$ cat config.mk
export PLATFORM = sky130hd
export DESIGN_NAME = iac_bank
export DESIGN_NICKNAME = d
export VERILOG_FILES = /design/src/iac_pkg.sv /design/src/iac_bank.sv
export SDC_FILE = /design/constraint.sdc
export NUM_CORES = 2
export LEC_CHECK = 0
export BUFFER_PORTS_ARGS = -buffer_cell sky130_fd_sc_hd__buf_2
export CORE_MARGIN = 10
export CORE_UTILIZATION = 50
export CTS_CLUSTER_DIAMETER = 60
export CTS_CLUSTER_SIZE = 12
export DETAILED_ROUTE_END_ITERATION = 12
export PLACE_DENSITY = 0.68
export RECOVER_POWER = 25
export SYNTH_ARGS = -nofsm -noshare
export SYNTH_HDL_FRONTEND = slang
export SYNTH_SLANG_ARGS = --single-unit
$ cat constraint.sdc
create_clock -name clk_sys_i -period 16 [get_ports clk_sys_i]
set_input_delay 0.8 -clock clk_sys_i [delete_from_list [all_inputs] [get_ports clk_sys_i]]
set_output_delay 0.8 -clock clk_sys_i [all_outputs]
set_load 0.1 [all_outputs]
$ cat src/iac_pkg.sv
// package for the image adjustment control register bank
package iac_pkg;
  // register byte offsets
  localparam logic [7:0] IAC_GAIN_OFF = 8'h00;
  localparam logic [7:0] IAC_GMODE_OFF = 8'h04;
  localparam logic [7:0] IAC_CONV_OFF = 8'h08;
  localparam logic [7:0] IAC_BSEL_OFF = 8'h0C;
  localparam logic [7:0] IAC_BRAW_OFF = 8'h10;
  localparam logic [7:0] IAC_BPCT_OFF = 8'h14;
  localparam logic [7:0] IAC_CLAMP_OFF = 8'h18;
  localparam logic [7:0] IAC_RSEL_OFF = 8'h1C;
  localparam logic [7:0] IAC_RVAL_OFF = 8'h20;
  localparam logic [7:0] IAC_WMODE_OFF = 8'h24;
  localparam logic [7:0] IAC_GAMMA_OFF = 8'h28;
  localparam logic [7:0] IAC_SHCTL_OFF = 8'h2C;
  localparam logic [7:0] IAC_SHAMT_OFF = 8'h30;
  localparam logic [7:0] IAC_SHTHR_OFF = 8'h34;
  localparam logic [7:0] IAC_RLEFT_OFF = 8'h38;
  localparam logic [7:0] IAC_RWID_OFF = 8'h3C;
  localparam logic [7:0] IAC_RTOP_OFF = 8'h40;
  localparam logic [7:0] IAC_RHGT_OFF = 8'h44;
  localparam logic [7:0] IAC_STAT_OFF = 8'h48;
  // field positions in control words
  localparam int IAC_GAMMA_ON_BIT = 16;
  localparam int IAC_SH_ON_BIT = 0;
  localparam int IAC_SH_AUTO_BIT = 1;
  localparam int IAC_ROLLING_BIT = 0;
  // reset values; gain in 1/100 dB, gamma and ratios in Q8.8
  localparam logic [15:0] IAC_GAIN_RST = 16'h0000;
  localparam logic [15:0] IAC_GAMMA_RST = 16'h0100;
  localparam logic [15:0] IAC_RATIO_RST = 16'h0100;
  localparam logic [15:0] IAC_BRAW_RST = 16'h0000;
  localparam logic [15:0] IAC_BPCT_RST = 16'h0000;
  // sharpening amount signed Q8.8: limits +8.0 and -1.0, reset 2.0
  localparam logic signed [15:0] IAC_SHAMT_MAX = 16'sh0800;
  localparam logic signed [15:0] IAC_SHAMT_MIN = -16'sh0100;
  localparam logic [15:0] IAC_SHAMT_RST = 16'h0200;
  // threshold: Q0.16 fraction of full range, 0.25 ceiling
  localparam logic [15:0] IAC_SHTHR_MAX = 16'h4000;
  localparam logic [15:0] IAC_SHTHR_RST = 16'h0000;
  // frame geometry
  localparam logic [15:0] IAC_COLS_MAX = 16'h0640;
  localparam logic [15:0] IAC_ROWS_MAX = 16'h04B0;
  // auto gain step per frame, gain limit and peak-level window
  localparam logic [15:0] IAC_GAIN_STEP = 16'h0010;
  localparam logic [15:0] IAC_GAIN_LIMIT = 16'h0BB8;
  localparam logic [15:0] IAC_PEAK_TGT = 16'hE000;
  localparam logic [15:0] IAC_PEAK_LOW = 16'hA000;

  typedef enum logic [1:0] {
    IAC_AUTO_OFF = 2'h0,
    IAC_AUTO_ONCE = 2'h1,
    IAC_AUTO_CONT = 2'h2
  } iac_auto_t;

  typedef enum logic {
    IAC_LOW_CONV = 1'b0,
    IAC_HIGH_CONV = 1'b1
  } iac_conv_t;

  typedef enum logic [1:0] {
    IAC_BL_ALL = 2'h0,
    IAC_BL_ANALOG = 2'h1,
    IAC_BL_DIGITAL = 2'h2
  } iac_blsel_t;

  // settings handed to the sensor and pixel path
  typedef struct packed {
    logic [15:0] gain;
    iac_conv_t conv;
    logic [15:0] black_raw;
    logic [15:0] black_pct;
    logic clamp_on;
    logic [15:0] ratio_red;
    logic [15:0] ratio_blue;
    logic [15:0] gamma;
    logic tone_curve_on;
    logic edge_boost_on;
    logic [15:0] edge_amount;
    logic [15:0] edge_min_gradient;
    logic [15:0] region_left;
    logic [15:0] region_width;
    logic [15:0] region_top;
    logic [15:0] region_height;
  } iac_cfg_t;

  // per-frame statistics from the pixel path
  typedef struct packed {
    logic frame_done;
    logic [15:0] peak_level;
    logic [15:0] noise_level;
    logic [15:0] red_mean;
    logic [15:0] green_mean;
    logic [15:0] blue_mean;
    logic [15:0] analog_black;
    logic [15:0] digital_black;
  } iac_stat_t;
endpackage : iac_pkg

$ cat src/iac_bank.sv
// apb register bank for gain, black level, balance, gamma, sharpening, roi
//
// The APB interface to the registers and the address map were left to the implementer.
`timescale 1ns/1ps

//////////////////////////////////////////////////////////////////////////////
// Behaviour
// RULE_01: gain applied for the selected channel, value in decibel units.
// RULE_02: auto gain off follows manual value; once adjusts then returns off.
// RULE_03: continuous auto gain keeps adjusting; auto maximises dynamic range.
// RULE_04: conversion gain has exactly two settings, low and high.
// RULE_05: black selector offers all, analog, digital; only all is writable.
// RULE_06: integer black offset in native units for the selected entry.
// RULE_07: black offset in percent for the selected entry.
// RULE_08: writable dark current clamp enable; unavailable with rolling shutter.
// RULE_09: one balance ratio per colour, relative to green, chosen by selector.
// RULE_10: auto balance off, once or continuous corrects lighting colour shift.
// RULE_11: gamma value applied, separate bit switches gamma on or off.
// RULE_12: sharpening enable writable, off after reset.
// RULE_13: auto sharpening derives threshold from measured noise level.
// RULE_14: amount scales neighbour difference; negative smooths, positive boosts.
// RULE_15: amount limited to eightfold boost, onefold smoothing; resets to 2.0.
// RULE_16: threshold fraction 0 to 0.25; above 0.25 acts as 0.25.
// RULE_17: while auto sharpening, device threshold replaces the written one.
// RULE_18: sharpening only where gradient exceeds the threshold.
// RULE_19: only pixels inside the region are processed after each image.
// RULE_20: region offsets and sizes counted in pixels from image origin.
// RULE_21: region width limited to full width minus left offset.
// RULE_22: region height limited to full height minus top offset.
// RULE_23: writes to analog and digital black entries are ignored.
module iac_bank
  import iac_pkg::*;
(
  // clock and reset
  input wire logic clk_sys_i,
  input wire logic sys_rst_i,
  // apb slave
  input wire logic psel_i,
  input wire logic penable_i,
  input wire logic pwrite_i,
  input wire logic [7:0] paddr_i,
  input wire logic [31:0] pwdata_i,
  output logic [31:0] prdata_o,
  output logic pready_o,
  output logic pslverr_o,
  // pixel path
  input wire iac_stat_t stat_i,
  input wire logic rolling_shutter_i,
  output iac_cfg_t cfg_o
);

  //////////////////////////////////////////////////////////////////////////
  // bus decode
  wire wr_en = psel_i && penable_i && pwrite_i && pready_o;
  wire rd_en = psel_i && penable_i && !pwrite_i && pready_o;
  wire [15:0] wd = pwdata_i[15:0];
  wire hit_gain = paddr_i == IAC_GAIN_OFF;
  wire hit_gmode = paddr_i == IAC_GMODE_OFF;
  wire hit_conv = paddr_i == IAC_CONV_OFF;
  wire hit_bsel = paddr_i == IAC_BSEL_OFF;
  wire hit_braw = paddr_i == IAC_BRAW_OFF;
  wire hit_bpct = paddr_i == IAC_BPCT_OFF;
  wire hit_clamp = paddr_i == IAC_CLAMP_OFF;
  wire hit_rsel = paddr_i == IAC_RSEL_OFF;
  wire hit_rval = paddr_i == IAC_RVAL_OFF;
  wire hit_wmode = paddr_i == IAC_WMODE_OFF;
  wire hit_gamma = paddr_i == IAC_GAMMA_OFF;
  wire hit_shctl = paddr_i == IAC_SHCTL_OFF;
  wire hit_shamt = paddr_i == IAC_SHAMT_OFF;
  wire hit_shthr = paddr_i == IAC_SHTHR_OFF;
  wire hit_rleft = paddr_i == IAC_RLEFT_OFF;
  wire hit_rwid = paddr_i == IAC_RWID_OFF;
  wire hit_rtop = paddr_i == IAC_RTOP_OFF;
  wire hit_rhgt = paddr_i == IAC_RHGT_OFF;
  wire hit_stat = paddr_i == IAC_STAT_OFF;
  wire mapped = hit_gain | hit_gmode | hit_conv | hit_bsel | hit_braw
    | hit_bpct | hit_clamp | hit_rsel | hit_rval | hit_wmode | hit_gamma
    | hit_shctl | hit_shamt | hit_shthr | hit_rleft | hit_rwid | hit_rtop
    | hit_rhgt | hit_stat;

  //////////////////////////////////////////////////////////////////////////
  // registers
  logic [15:0] gain_q, braw_q, bpct_q, red_q, blue_q, gamma_q;
  logic [15:0] shamt_q, shthr_q, rleft_q, rwid_q, rtop_q, rhgt_q;
  iac_auto_t gmode_q, wmode_q;
  iac_conv_t conv_q;
  iac_blsel_t bsel_q;
  logic rsel_q, clamp_q, tone_q, shon_q, shauto_q;

  // selector: all, analog and digital can be chosen, code 3 is refused; only all takes offset writes
  // RULE_05 selector entries
  wire bsel_ok = wd[1:0] <= IAC_BL_DIGITAL;
  // RULE_23 read-only entries
  wire bl_writable = bsel_q == IAC_BL_ALL;

  // clamp: amount saturates to +8.0 and -1.0
  // RULE_15 amount limits
  wire signed [15:0] wd_s = $signed(wd);
  wire [15:0] shamt_d = (wd_s > IAC_SHAMT_MAX) ? IAC_SHAMT_MAX :
    (wd_s < IAC_SHAMT_MIN) ? IAC_SHAMT_MIN : wd;
  // RULE_16 threshold ceiling
  wire [15:0] shthr_d = (wd > IAC_SHTHR_MAX) ? IAC_SHTHR_MAX : wd;
  // RULE_21 width limit
  wire [15:0] wid_room = IAC_COLS_MAX - rleft_q;
  wire [15:0] rwid_d = (wd > wid_room) ? wid_room : wd;
  // RULE_22 height limit
  wire [15:0] hgt_room = IAC_ROWS_MAX - rtop_q;
  wire [15:0] rhgt_d = (wd > hgt_room) ? hgt_room : wd;
  wire [15:0] lft_d = (wd > IAC_COLS_MAX) ? IAC_COLS_MAX : wd;
  wire [15:0] top_d = (wd > IAC_ROWS_MAX) ? IAC_ROWS_MAX : wd;

  //////////////////////////////////////////////////////////////////////////
  // automatic gain: steps once per frame toward the peak target
  wire gain_auto = gmode_q != IAC_AUTO_OFF;
  wire peak_high = stat_i.peak_level > IAC_PEAK_TGT;
  wire peak_low = stat_i.peak_level < IAC_PEAK_LOW;
  wire [15:0] gain_up = (gain_q > IAC_GAIN_LIMIT - IAC_GAIN_STEP) ?
    IAC_GAIN_LIMIT : gain_q + IAC_GAIN_STEP;
  wire [15:0] gain_dn = (gain_q < IAC_GAIN_STEP) ? 16'h0000 :
    gain_q - IAC_GAIN_STEP;
  // RULE_03 dynamic range tracking
  wire [15:0] gain_auto_d = peak_high ? gain_dn :
    peak_low ? gain_up : gain_q;

  // automatic balance: ratio = green mean / colour mean in Q8.8
  wire wb_auto = wmode_q != IAC_AUTO_OFF;
  wire [23:0] green_sh = {stat_i.green_mean, 8'h00};
  wire [23:0] red_div = (stat_i.red_mean == 16'h0000) ? 24'h000100 :
    green_sh / {8'h00, stat_i.red_mean};
  wire [23:0] blue_div = (stat_i.blue_mean == 16'h0000) ? 24'h000100 :
    green_sh / {8'h00, stat_i.blue_mean};
  wire [15:0] red_auto = (red_div > 24'h00FFFF) ? 16'hFFFF : red_div[15:0];
  wire [15:0] blue_auto = (blue_div > 24'h00FFFF) ? 16'hFFFF :
    blue_div[15:0];

  // RULE_13 noise derived threshold
  wire [15:0] noise_thr = (stat_i.noise_level > IAC_SHTHR_MAX) ?
    IAC_SHTHR_MAX : stat_i.noise_level;

  //////////////////////////////////////////////////////////////////////////
  // register writes
  always_ff @(posedge clk_sys_i or posedge sys_rst_i) begin
    if (sys_rst_i) begin
      gain_q <= IAC_GAIN_RST;
      gmode_q <= IAC_AUTO_OFF;
      conv_q <= IAC_LOW_CONV;
      bsel_q <= IAC_BL_ALL;
      braw_q <= IAC_BRAW_RST;
      bpct_q <= IAC_BPCT_RST;
      clamp_q <= 1'b0;
      rsel_q <= 1'b0;
      red_q <= IAC_RATIO_RST;
      blue_q <= IAC_RATIO_RST;
      wmode_q <= IAC_AUTO_OFF;
      gamma_q <= IAC_GAMMA_RST;
      tone_q <= 1'b0;
      // RULE_12 sharpening off at reset
      shon_q <= 1'b0;
      shauto_q <= 1'b0;
      shamt_q <= IAC_SHAMT_RST;
      shthr_q <= IAC_SHTHR_RST;
      rleft_q <= 16'h0000;
      rwid_q <= IAC_COLS_MAX;
      rtop_q <= 16'h0000;
      rhgt_q <= IAC_ROWS_MAX;
    end else begin
      // RULE_01 manual gain
      if (wr_en && hit_gain && !gain_auto) begin
        gain_q <= wd;
      end else if (gain_auto && stat_i.frame_done) begin
        gain_q <= gain_auto_d;
      end
      // RULE_02 once reverts to off
      if (wr_en && hit_gmode && wd[1:0] <= IAC_AUTO_CONT) begin
        gmode_q <= iac_auto_t'(wd[1:0]);
      end else if (gmode_q == IAC_AUTO_ONCE && stat_i.frame_done) begin
        gmode_q <= IAC_AUTO_OFF;
      end
      // RULE_04 two conversion settings
      if (wr_en && hit_conv) begin
        conv_q <= iac_conv_t'(wd[0]);
      end
      if (wr_en && hit_bsel && bsel_ok) begin
        bsel_q <= iac_blsel_t'(wd[1:0]);
      end
      // RULE_06 raw offset
      if (wr_en && hit_braw && bl_writable) begin
        braw_q <= wd;
      end
      // RULE_07 percent offset
      if (wr_en && hit_bpct && bl_writable) begin
        bpct_q <= wd;
      end
      if (wr_en && hit_clamp) begin
        clamp_q <= wd[0];
      end
      if (wr_en && hit_rsel) begin
        rsel_q <= wd[0];
      end
      // RULE_09 per-colour ratio
      if (wr_en && hit_rval && !wb_auto && !rsel_q) begin
        red_q <= wd;
      end else if (wb_auto && stat_i.frame_done) begin
        red_q <= red_auto;
      end
      if (wr_en && hit_rval && !wb_auto && rsel_q) begin
        blue_q <= wd;
      end else if (wb_auto && stat_i.frame_done) begin
        blue_q <= blue_auto;
      end
      // RULE_10 balance mode, once reverts
      if (wr_en && hit_wmode && wd[1:0] <= IAC_AUTO_CONT) begin
        wmode_q <= iac_auto_t'(wd[1:0]);
      end else if (wmode_q == IAC_AUTO_ONCE && stat_i.frame_done) begin
        wmode_q <= IAC_AUTO_OFF;
      end
      // RULE_11 gamma value and enable
      if (wr_en && hit_gamma) begin
        gamma_q <= wd;
        tone_q <= pwdata_i[IAC_GAMMA_ON_BIT];
      end
      if (wr_en && hit_shctl) begin
        shon_q <= pwdata_i[IAC_SH_ON_BIT];
        shauto_q <= pwdata_i[IAC_SH_AUTO_BIT];
      end
      // RULE_14 signed amount
      if (wr_en && hit_shamt) begin
        shamt_q <= shamt_d;
      end
      // RULE_17 auto replaces written threshold
      if (shauto_q && stat_i.frame_done) begin
        shthr_q <= noise_thr;
      end else if (wr_en && hit_shthr && !shauto_q) begin
        shthr_q <= shthr_d;
      end
      // RULE_20 pixel units
      if (wr_en && hit_rleft) begin
        rleft_q <= lft_d;
        if (rwid_q > IAC_COLS_MAX - lft_d) begin
          rwid_q <= IAC_COLS_MAX - lft_d;
        end
      end else if (wr_en && hit_rwid) begin
        rwid_q <= rwid_d;
      end
      if (wr_en && hit_rtop) begin
        rtop_q <= top_d;
        if (rhgt_q > IAC_ROWS_MAX - top_d) begin
          rhgt_q <= IAC_ROWS_MAX - top_d;
        end
      end else if (wr_en && hit_rhgt) begin
        rhgt_q <= rhgt_d;
      end
    end
  end

  //////////////////////////////////////////////////////////////////////////
  // read mux; selected black entry shows live analog or digital level
  wire [15:0] braw_rd = (bsel_q == IAC_BL_ANALOG) ? stat_i.analog_black :
    (bsel_q == IAC_BL_DIGITAL) ? stat_i.digital_black : braw_q;
  wire [31:0] rd_mux =
    hit_gain ? {16'h0000, gain_q} :
    hit_gmode ? {30'h0, gmode_q} :
    hit_conv ? {31'h0, conv_q} :
    hit_bsel ? {30'h0, bsel_q} :
    hit_braw ? {16'h0000, braw_rd} :
    hit_bpct ? {16'h0000, bpct_q} :
    hit_clamp ? {31'h0, clamp_q} :
    hit_rsel ? {31'h0, rsel_q} :
    hit_rval ? {16'h0000, rsel_q ? blue_q : red_q} :
    hit_wmode ? {30'h0, wmode_q} :
    hit_gamma ? {15'h0, tone_q, gamma_q} :
    hit_shctl ? {30'h0, shauto_q, shon_q} :
    hit_shamt ? {16'h0000, shamt_q} :
    hit_shthr ? {16'h0000, shthr_q} :
    hit_rleft ? {16'h0000, rleft_q} :
    hit_rwid ? {16'h0000, rwid_q} :
    hit_rtop ? {16'h0000, rtop_q} :
    hit_rhgt ? {16'h0000, rhgt_q} :
    hit_stat ? {31'h0, rolling_shutter_i} : 32'h0;

  // no wait state: ready is registered from the setup phase
  logic ready_q;
  always_ff @(posedge clk_sys_i or posedge sys_rst_i) begin
    if (sys_rst_i) begin
      ready_q <= 1'b0;
      prdata_o <= 32'h0;
      pslverr_o <= 1'b0;
    end else begin
      ready_q <= psel_i && !penable_i;
      prdata_o <= (psel_i && !penable_i && !pwrite_i) ? rd_mux : prdata_o;
      pslverr_o <= psel_i && !penable_i && !mapped;
    end
  end
  assign pready_o = ready_q;

  //////////////////////////////////////////////////////////////////////////
  // settings out, all registered
  always_ff @(posedge clk_sys_i or posedge sys_rst_i) begin
    if (sys_rst_i) begin
      cfg_o <= '0;
    end else begin
      cfg_o.gain <= gain_q;
      cfg_o.conv <= conv_q;
      cfg_o.black_raw <= braw_q;
      cfg_o.black_pct <= bpct_q;
      // RULE_08 clamp gated off for rolling shutter
      cfg_o.clamp_on <= clamp_q && !rolling_shutter_i;
      cfg_o.ratio_red <= red_q;
      cfg_o.ratio_blue <= blue_q;
      cfg_o.gamma <= gamma_q;
      cfg_o.tone_curve_on <= tone_q;
      cfg_o.edge_boost_on <= shon_q;
      cfg_o.edge_amount <= shamt_q;
      // RULE_18 gradient gate level
      cfg_o.edge_min_gradient <= shthr_q;
      // RULE_19 region to pixel path
      cfg_o.region_left <= rleft_q;
      cfg_o.region_width <= rwid_q;
      cfg_o.region_top <= rtop_q;
      cfg_o.region_height <= rhgt_q;
    end
  end
endmodule : iac_bank

# Word-level counts from Yosys, hierarchy flattened
# Cells that the tools add are included.
[word_totals]
regBits = 434
inputBits = 159
[op_classes]
n_mux = 56
n_bitwise = 18
eq_ne = 24
reduce_logical = 66
add_sub_neg = 6
n_div = 2
order_cmp = 17
[ops]
columns = ["cell", "n"]
rows = [
  ["$mux 16", 38],
  ["$mux 17", 11],
  ["$eq 8x6->1 const B", 8],
  ["$gt 16x16->1", 4],
  ["$sub 11x16->16 const A", 4],
  ["$div 24x16->24", 2],
  ["$gt 24x16->1 const B", 2],
  ["$mux 24", 2],
  ["$logic_and 1x1->1", 40],
  ["$eq 8x5->1 const B", 4],
  ["$gt 16x11->1 const B", 2],
  ["$gt 16x15->1 const B", 2],
  ["$logic_not 16->1", 2],
  ["$eq 8x7->1 const B", 3],
  ["$reduce_bool 2->1", 10],
  ["$or 1x1->1", 18],
  ["$add 16x5->16 const B", 1],
  ["$eq 8x4->1 const B", 2],
  ["$gt 16x12->1 const B", 1],
  ["$gt 16x13->1 const B", 1],
  ["$gt 16x16->1 const B", 1],
  ["$lt 16x16->1 const B", 1],
  ["$lt 16x5->1 const B", 1],
  ["$lt 16x9->1 const B", 1],
  ["13 further kinds", 28],
]

# Logic depth before layout (Yosys ltp)
[logic_depth]
ltp_word = 21
depth_mapped = 271

# Worst setup path after synthesis
# No wires, ideal clock.
[synth_timing]
path_kind = "input port to flip-flop"
from = "input stat_i[64] in the netlist's numbering"
to = "register red_q[0]"
arrival_time_ns = 52.256
path_slack_ns = -36.389
t_required_ns = 15.867
cell_stages = 239
path_cell_list = "clkbuf_1 > clkbuf_1 > clkinv_1 > ha_1 > a21oi_1 > ha_1 > o21a_1 > nor3b_1 > a211oi_1 > nor3_1 > ha_1 > or4b_2 > nand2_1 > a21oi_1 > ha_1 > o21ai_0 > a22o_1 > or4_1 > [203 not listed] > o311ai_1 > a2111oi_4 > buf_4 > buf_2 > nand2_1 > o31ai_1 > ha_1 > a21o_1 > a21o_1 > a21oi_1 > nor2_1 > a211oi_1 > nor2_1 > nor3_1 > o311ai_1 > a221oi_1 > o2111a_1 > a32oi_1"
[synth_between]
elab_chain_cells = 6
elab_cells_between_ends = 7
classes_between = "div (1); order compare (1); mux (4); reduce/logical (1)"
[synth_lines]
columns = ["element", "line_no", "rtl"]
rows = [
  ["from (decl)", "iac_bank.sv:47", "input wire iac_stat_t stat_i,"],
  ["$div 24x16->24 / $logic_not 16->1 (equally long branches)", "iac_bank.sv:129, iac_bank.sv:128", ""],
  ["$mux 24 (*)", "iac_bank.sv:128", "wire [23:0] red_div = (stat_i.red_mean == 16'h0000) ? 24'h000100 :"],
  ["$gt 24x16->1", "iac_bank.sv:132", "wire [15:0] red_auto = (red_div > 24'h00FFFF) ? 16'hFFFF : red_div[15:0];"],
  ["$mux 16 (*)", "iac_bank.sv:132", ""],
  ["$mux 16 (*)", "iac_bank.sv:203", "end else if (wb_auto && stat_i.frame_done) begin"],
  ["$mux 16 (*)", "iac_bank.sv:201", "if (wr_en && hit_rval && !wb_auto && !rsel_q) begin"],
  ["to (signal assigned)", "iac_bank.sv:202", "red_q <= wd;"],
  ["to (signal assigned)", "iac_bank.sv:204", "red_q <= red_auto;"],
  ["to (decl)", "iac_bank.sv:83", "logic [15:0] gain_q, braw_q, bpct_q, red_q, blue_q, gamma_q;"],
]
# Mark *: on every way between the ends. The rest lies on a longest branch, timed or not. The select of a mux whose other input is x is not followed.
# A chain may end at the register's enable or synchronous reset.

# Final worst setup path
[layout_timing]
from = "input stat_i[78] in the netlist's numbering"
to = "register red_q[0]"
# The elaborated chain is that of the path after synthesis.

==> results.toml <==
[drt]
wl_um = 237000
postRouteAntennaNets = 0
dr.pass1.iters = 8
drt-initial-drc-count = 6155
vias = 62700
drc = 0
wl_per_cell_um = 23.5
avgViaCountPerCell = 6.20

[yosys]
synth_edf_count = 0
postSynth.asyncResetShare_pct = 100
synth_simple_gate_area_share_pct = 20.5
syn_inst = 6191
yosys_warnings = 0
synth_cell_types = 118
syn_area_mm2 = 0.0490
synth_fa_ha_area_share_pct = 15.0
synth_seq_cells = 419
synth_top_family_by_area = "compound AO/OA/AOI/OAI gates"
yosys_most_used_dff = "dfrtp_1"
synthXorXnorAreaFrac_pct = 6.14
muxShareOfSynthArea_pct = 6.07
syn_avg_cell_area_um2 = 7.91
seq_area_frac_synth_pct = 21.4
synth_compound_area_share_pct = 27.2

[floorplan]
start_util_pct = 50.5
fp.dieH_um = 333
die_w_um = 333
ios = 389
die_area_mm2 = 0.111
rows = 114
core_region_area_mm2 = 0.0970

[global_routing]
grt-ovfl-total = 0
grt_antenna_before_repair = 6
grt_pass1_vias = 60700
grt_max_degree = 134
grt_pass1_wl_um = 342000
grt.total_usage_pct = 38.5

[placement]
gp_congestion = 1.01
dp_hpwl_um = 169000
port_buffers = 358
placed_area_mm2 = 0.0677
dp_cells = 9503

[finish]
final.fill_count = 6447
area_growth_pct = 57.7
regArea_mm2 = 0.0105
final_nets = 9553
multiInputGateArea_mm2 = 0.0423
drive_gt1_share_pct = 43.4
stdcell_count = 10100
utilization_pct = 79.6
final_area_mm2 = 0.0773

[sta]
report.final.slew_viol_count = 134
rsz0062_at_grt = "true"
setup_ws_ns = -30.19
tightest_slew_ns = 5.80
max_freq_mhz = 21.7
fin_skew_ns = 0.0386
period_minus_slack_ns = 46.19
slew-limit-headroom_pct = -289
setup_viol = 26
finalHoldViolations = 0
fin_tns_setup_ns = -370.20
fin_crit_sh_pct = 289

[setup_path]
cp_data_required_time_ns = 16.44
end_kind = "flop"
crit_slowest_cell = "or4_4"
critPathMaxStageDelay_ns = 0.58
r2r_cells = 18
cp.arrival_ns = 46.63
cp_max_fo = 9
path_class = "input port to flop"
critPathLaunchType = "input port"
crit_top_cell = "o21a_1"

[clocking]
worst_skew_pair.late_latency_ns = 0.57
cts.path.max_buffers = 3
ctsHoldBuffers = 0
clockRootBuffer = "clkbuf_16"
clk_pin_slew_ns = 0.07
cts_inserted_buffers = 41
clock-sinks = 419
h-tree-depth = 2
cts_tree = "built"

[run]
max-cap-violations = 1

[status]
status = "complete, but fails checks"
violations = "capacitance limit, slew limit, setup timing"

[min_path]
holdPathStages = 0
hold_class = "flop to flop"
-- worst max-delay path: cells and delay by family --
family,cells,cell delay (ns)
AO/OA/AOI/OAI,125,22.34
AND/OR/NAND/NOR,52,10.48
adder cells (fa/ha/maj),23,6.03
buffers and inverters,30,4.06
multiplexers,9,2.74
-- metal layers --
layer | GRT usage (%) | wire length (um) | vias to the layer above
met5 | 0 | 41 | -
met1 | 45.2 | 87400 | 29700
li1 | - | - | 28200
met4 | 26.4 | 20500 | 6
met3 | 7.13 | 21800 | 1235
met2 | 63.6 | 107000 | 3556
-- stage by stage --
| stage | setup WS (ns) | hold WS (ns) |
|---|---|---|
| 5_1_grt | -31.67 | 0.417 |
| 4_1_cts | -28.13 | 0.410 |
| 6_report | -30.19 | 0.411 |
| 3_5_place_dp | -31.41 | 0.389 |
| 3_3_place_gp | -31.03 | 0.381 |
| 2_1_floorplan | -29.82 | 0.349 |
-- Yosys cell counts (21+ instances only) --
library cell  count  area, um^2
o31ai_1          88         661
mux2_2          165        1860
nor2b_1          94         588
buf_2            21         105
o21bai_1         34         255
o211ai_1         81         608
a21oi_1         526        2630
dfrtp_1         408       10200
xor2_1          133        1160
nand3_1         138         691
and2_1           49         307
or2_2            50         313
o22ai_1          44         275
a21boi_0         34         255
o21ai_0         452        2260
nor3_1          189         946
a31oi_1          67         419
or3_1            61         382
nor2_1          549        2060
nand4_1          94         588
a211oi_1         46         345
nor4_1           44         275
and3_1           35         219
nand2b_1         79         494
clkbuf_1        194         728
a21o_1          187        1400
ha_1            586        7330
o21a_1          159        1190
xnor2_1         208        1820
a221oi_1         33         289
mux2i_1         105        1050
nand2_1         598        2240
inv_1           193         724
-- cells by family (layout without fill, tap and decap cells) --
group                    Yosys count  count (layout)
AO/OA/AOI/OAI                   2037            2038
XOR/XNOR                         342             342
adder cells (fa/ha/maj)          588             588
buffers and inverters            446            3061
flip-flops                       419             419
multiplexers                     275             275
other                              2              25
AND/OR/NAND/NOR                 2082            2084
-- flip-flops by register name, summed over array words and instances, names as in the netlist, 2 cells and up --
name and count:
shthr_q 16, rhgt_q 16, gamma_q 16, bsel_q 2, wmode_q 2, blue_q 16, shamt_q 16, bpct_q 16
prdata_o 17, rtop_q 16, gmode_q 2, cfg_o 196, rwid_q 16, braw_q 16, rleft_q 16, gain_q 16
red_q 16
-- worst paths after layout --
path | start | to | slack (ns)
worst max-delay path | stat_i[78] | red_q[0] | -30.19
worst min register to register | blue_q[0] | cfg_o[114] | 0.41
max in group asynchronous | sys_rst_i | rwid_q[7] | 10.30
worst max register to register | rleft_q[0] | rwid_q[12] | 10.83
worst min-delay path | blue_q[0] | cfg_o[114] | 0.41
min in group asynchronous | sys_rst_i | prdata_o[12] | 2.01
-- cell type report --
class	count	area share (%)
Sequential cell	419	13.6
Antenna cell	4	0.0130
Multi-Input combinational cell	5348	54.8
Inverter	198	0.978
Clock buffer	62	1.49
Clock inverter	3	0.0648
Timing Repair Buffer	2798	27.0
Tap cell	1276	2.07
-- what timing repair did --
item	in CTS	in global routing
setup endpoints to repair	26	28
resized for setup	514	349
buffers inserted	391	175
gates cloned	11	1
pin swaps	305	365
-- placed cells by master, fill, tap and decap left out, types with 123 or more instances in the layout --
cell and n:
xnor2_1 205, nor2_1 501, o21ai_0 345, buf_4 2312, inv_1 181, ha_4 133, nand2_1 559, a21o_1 186
xor2_1 133, dfrtp_1 407, o21a_1 157, nor3_1 164, a21oi_1 399, buf_2 352, nand3_1 123, ha_1 441
Power is not shown: default switching activity piles up to over one toggle a cycle in this logic, so the estimate is an artifact.
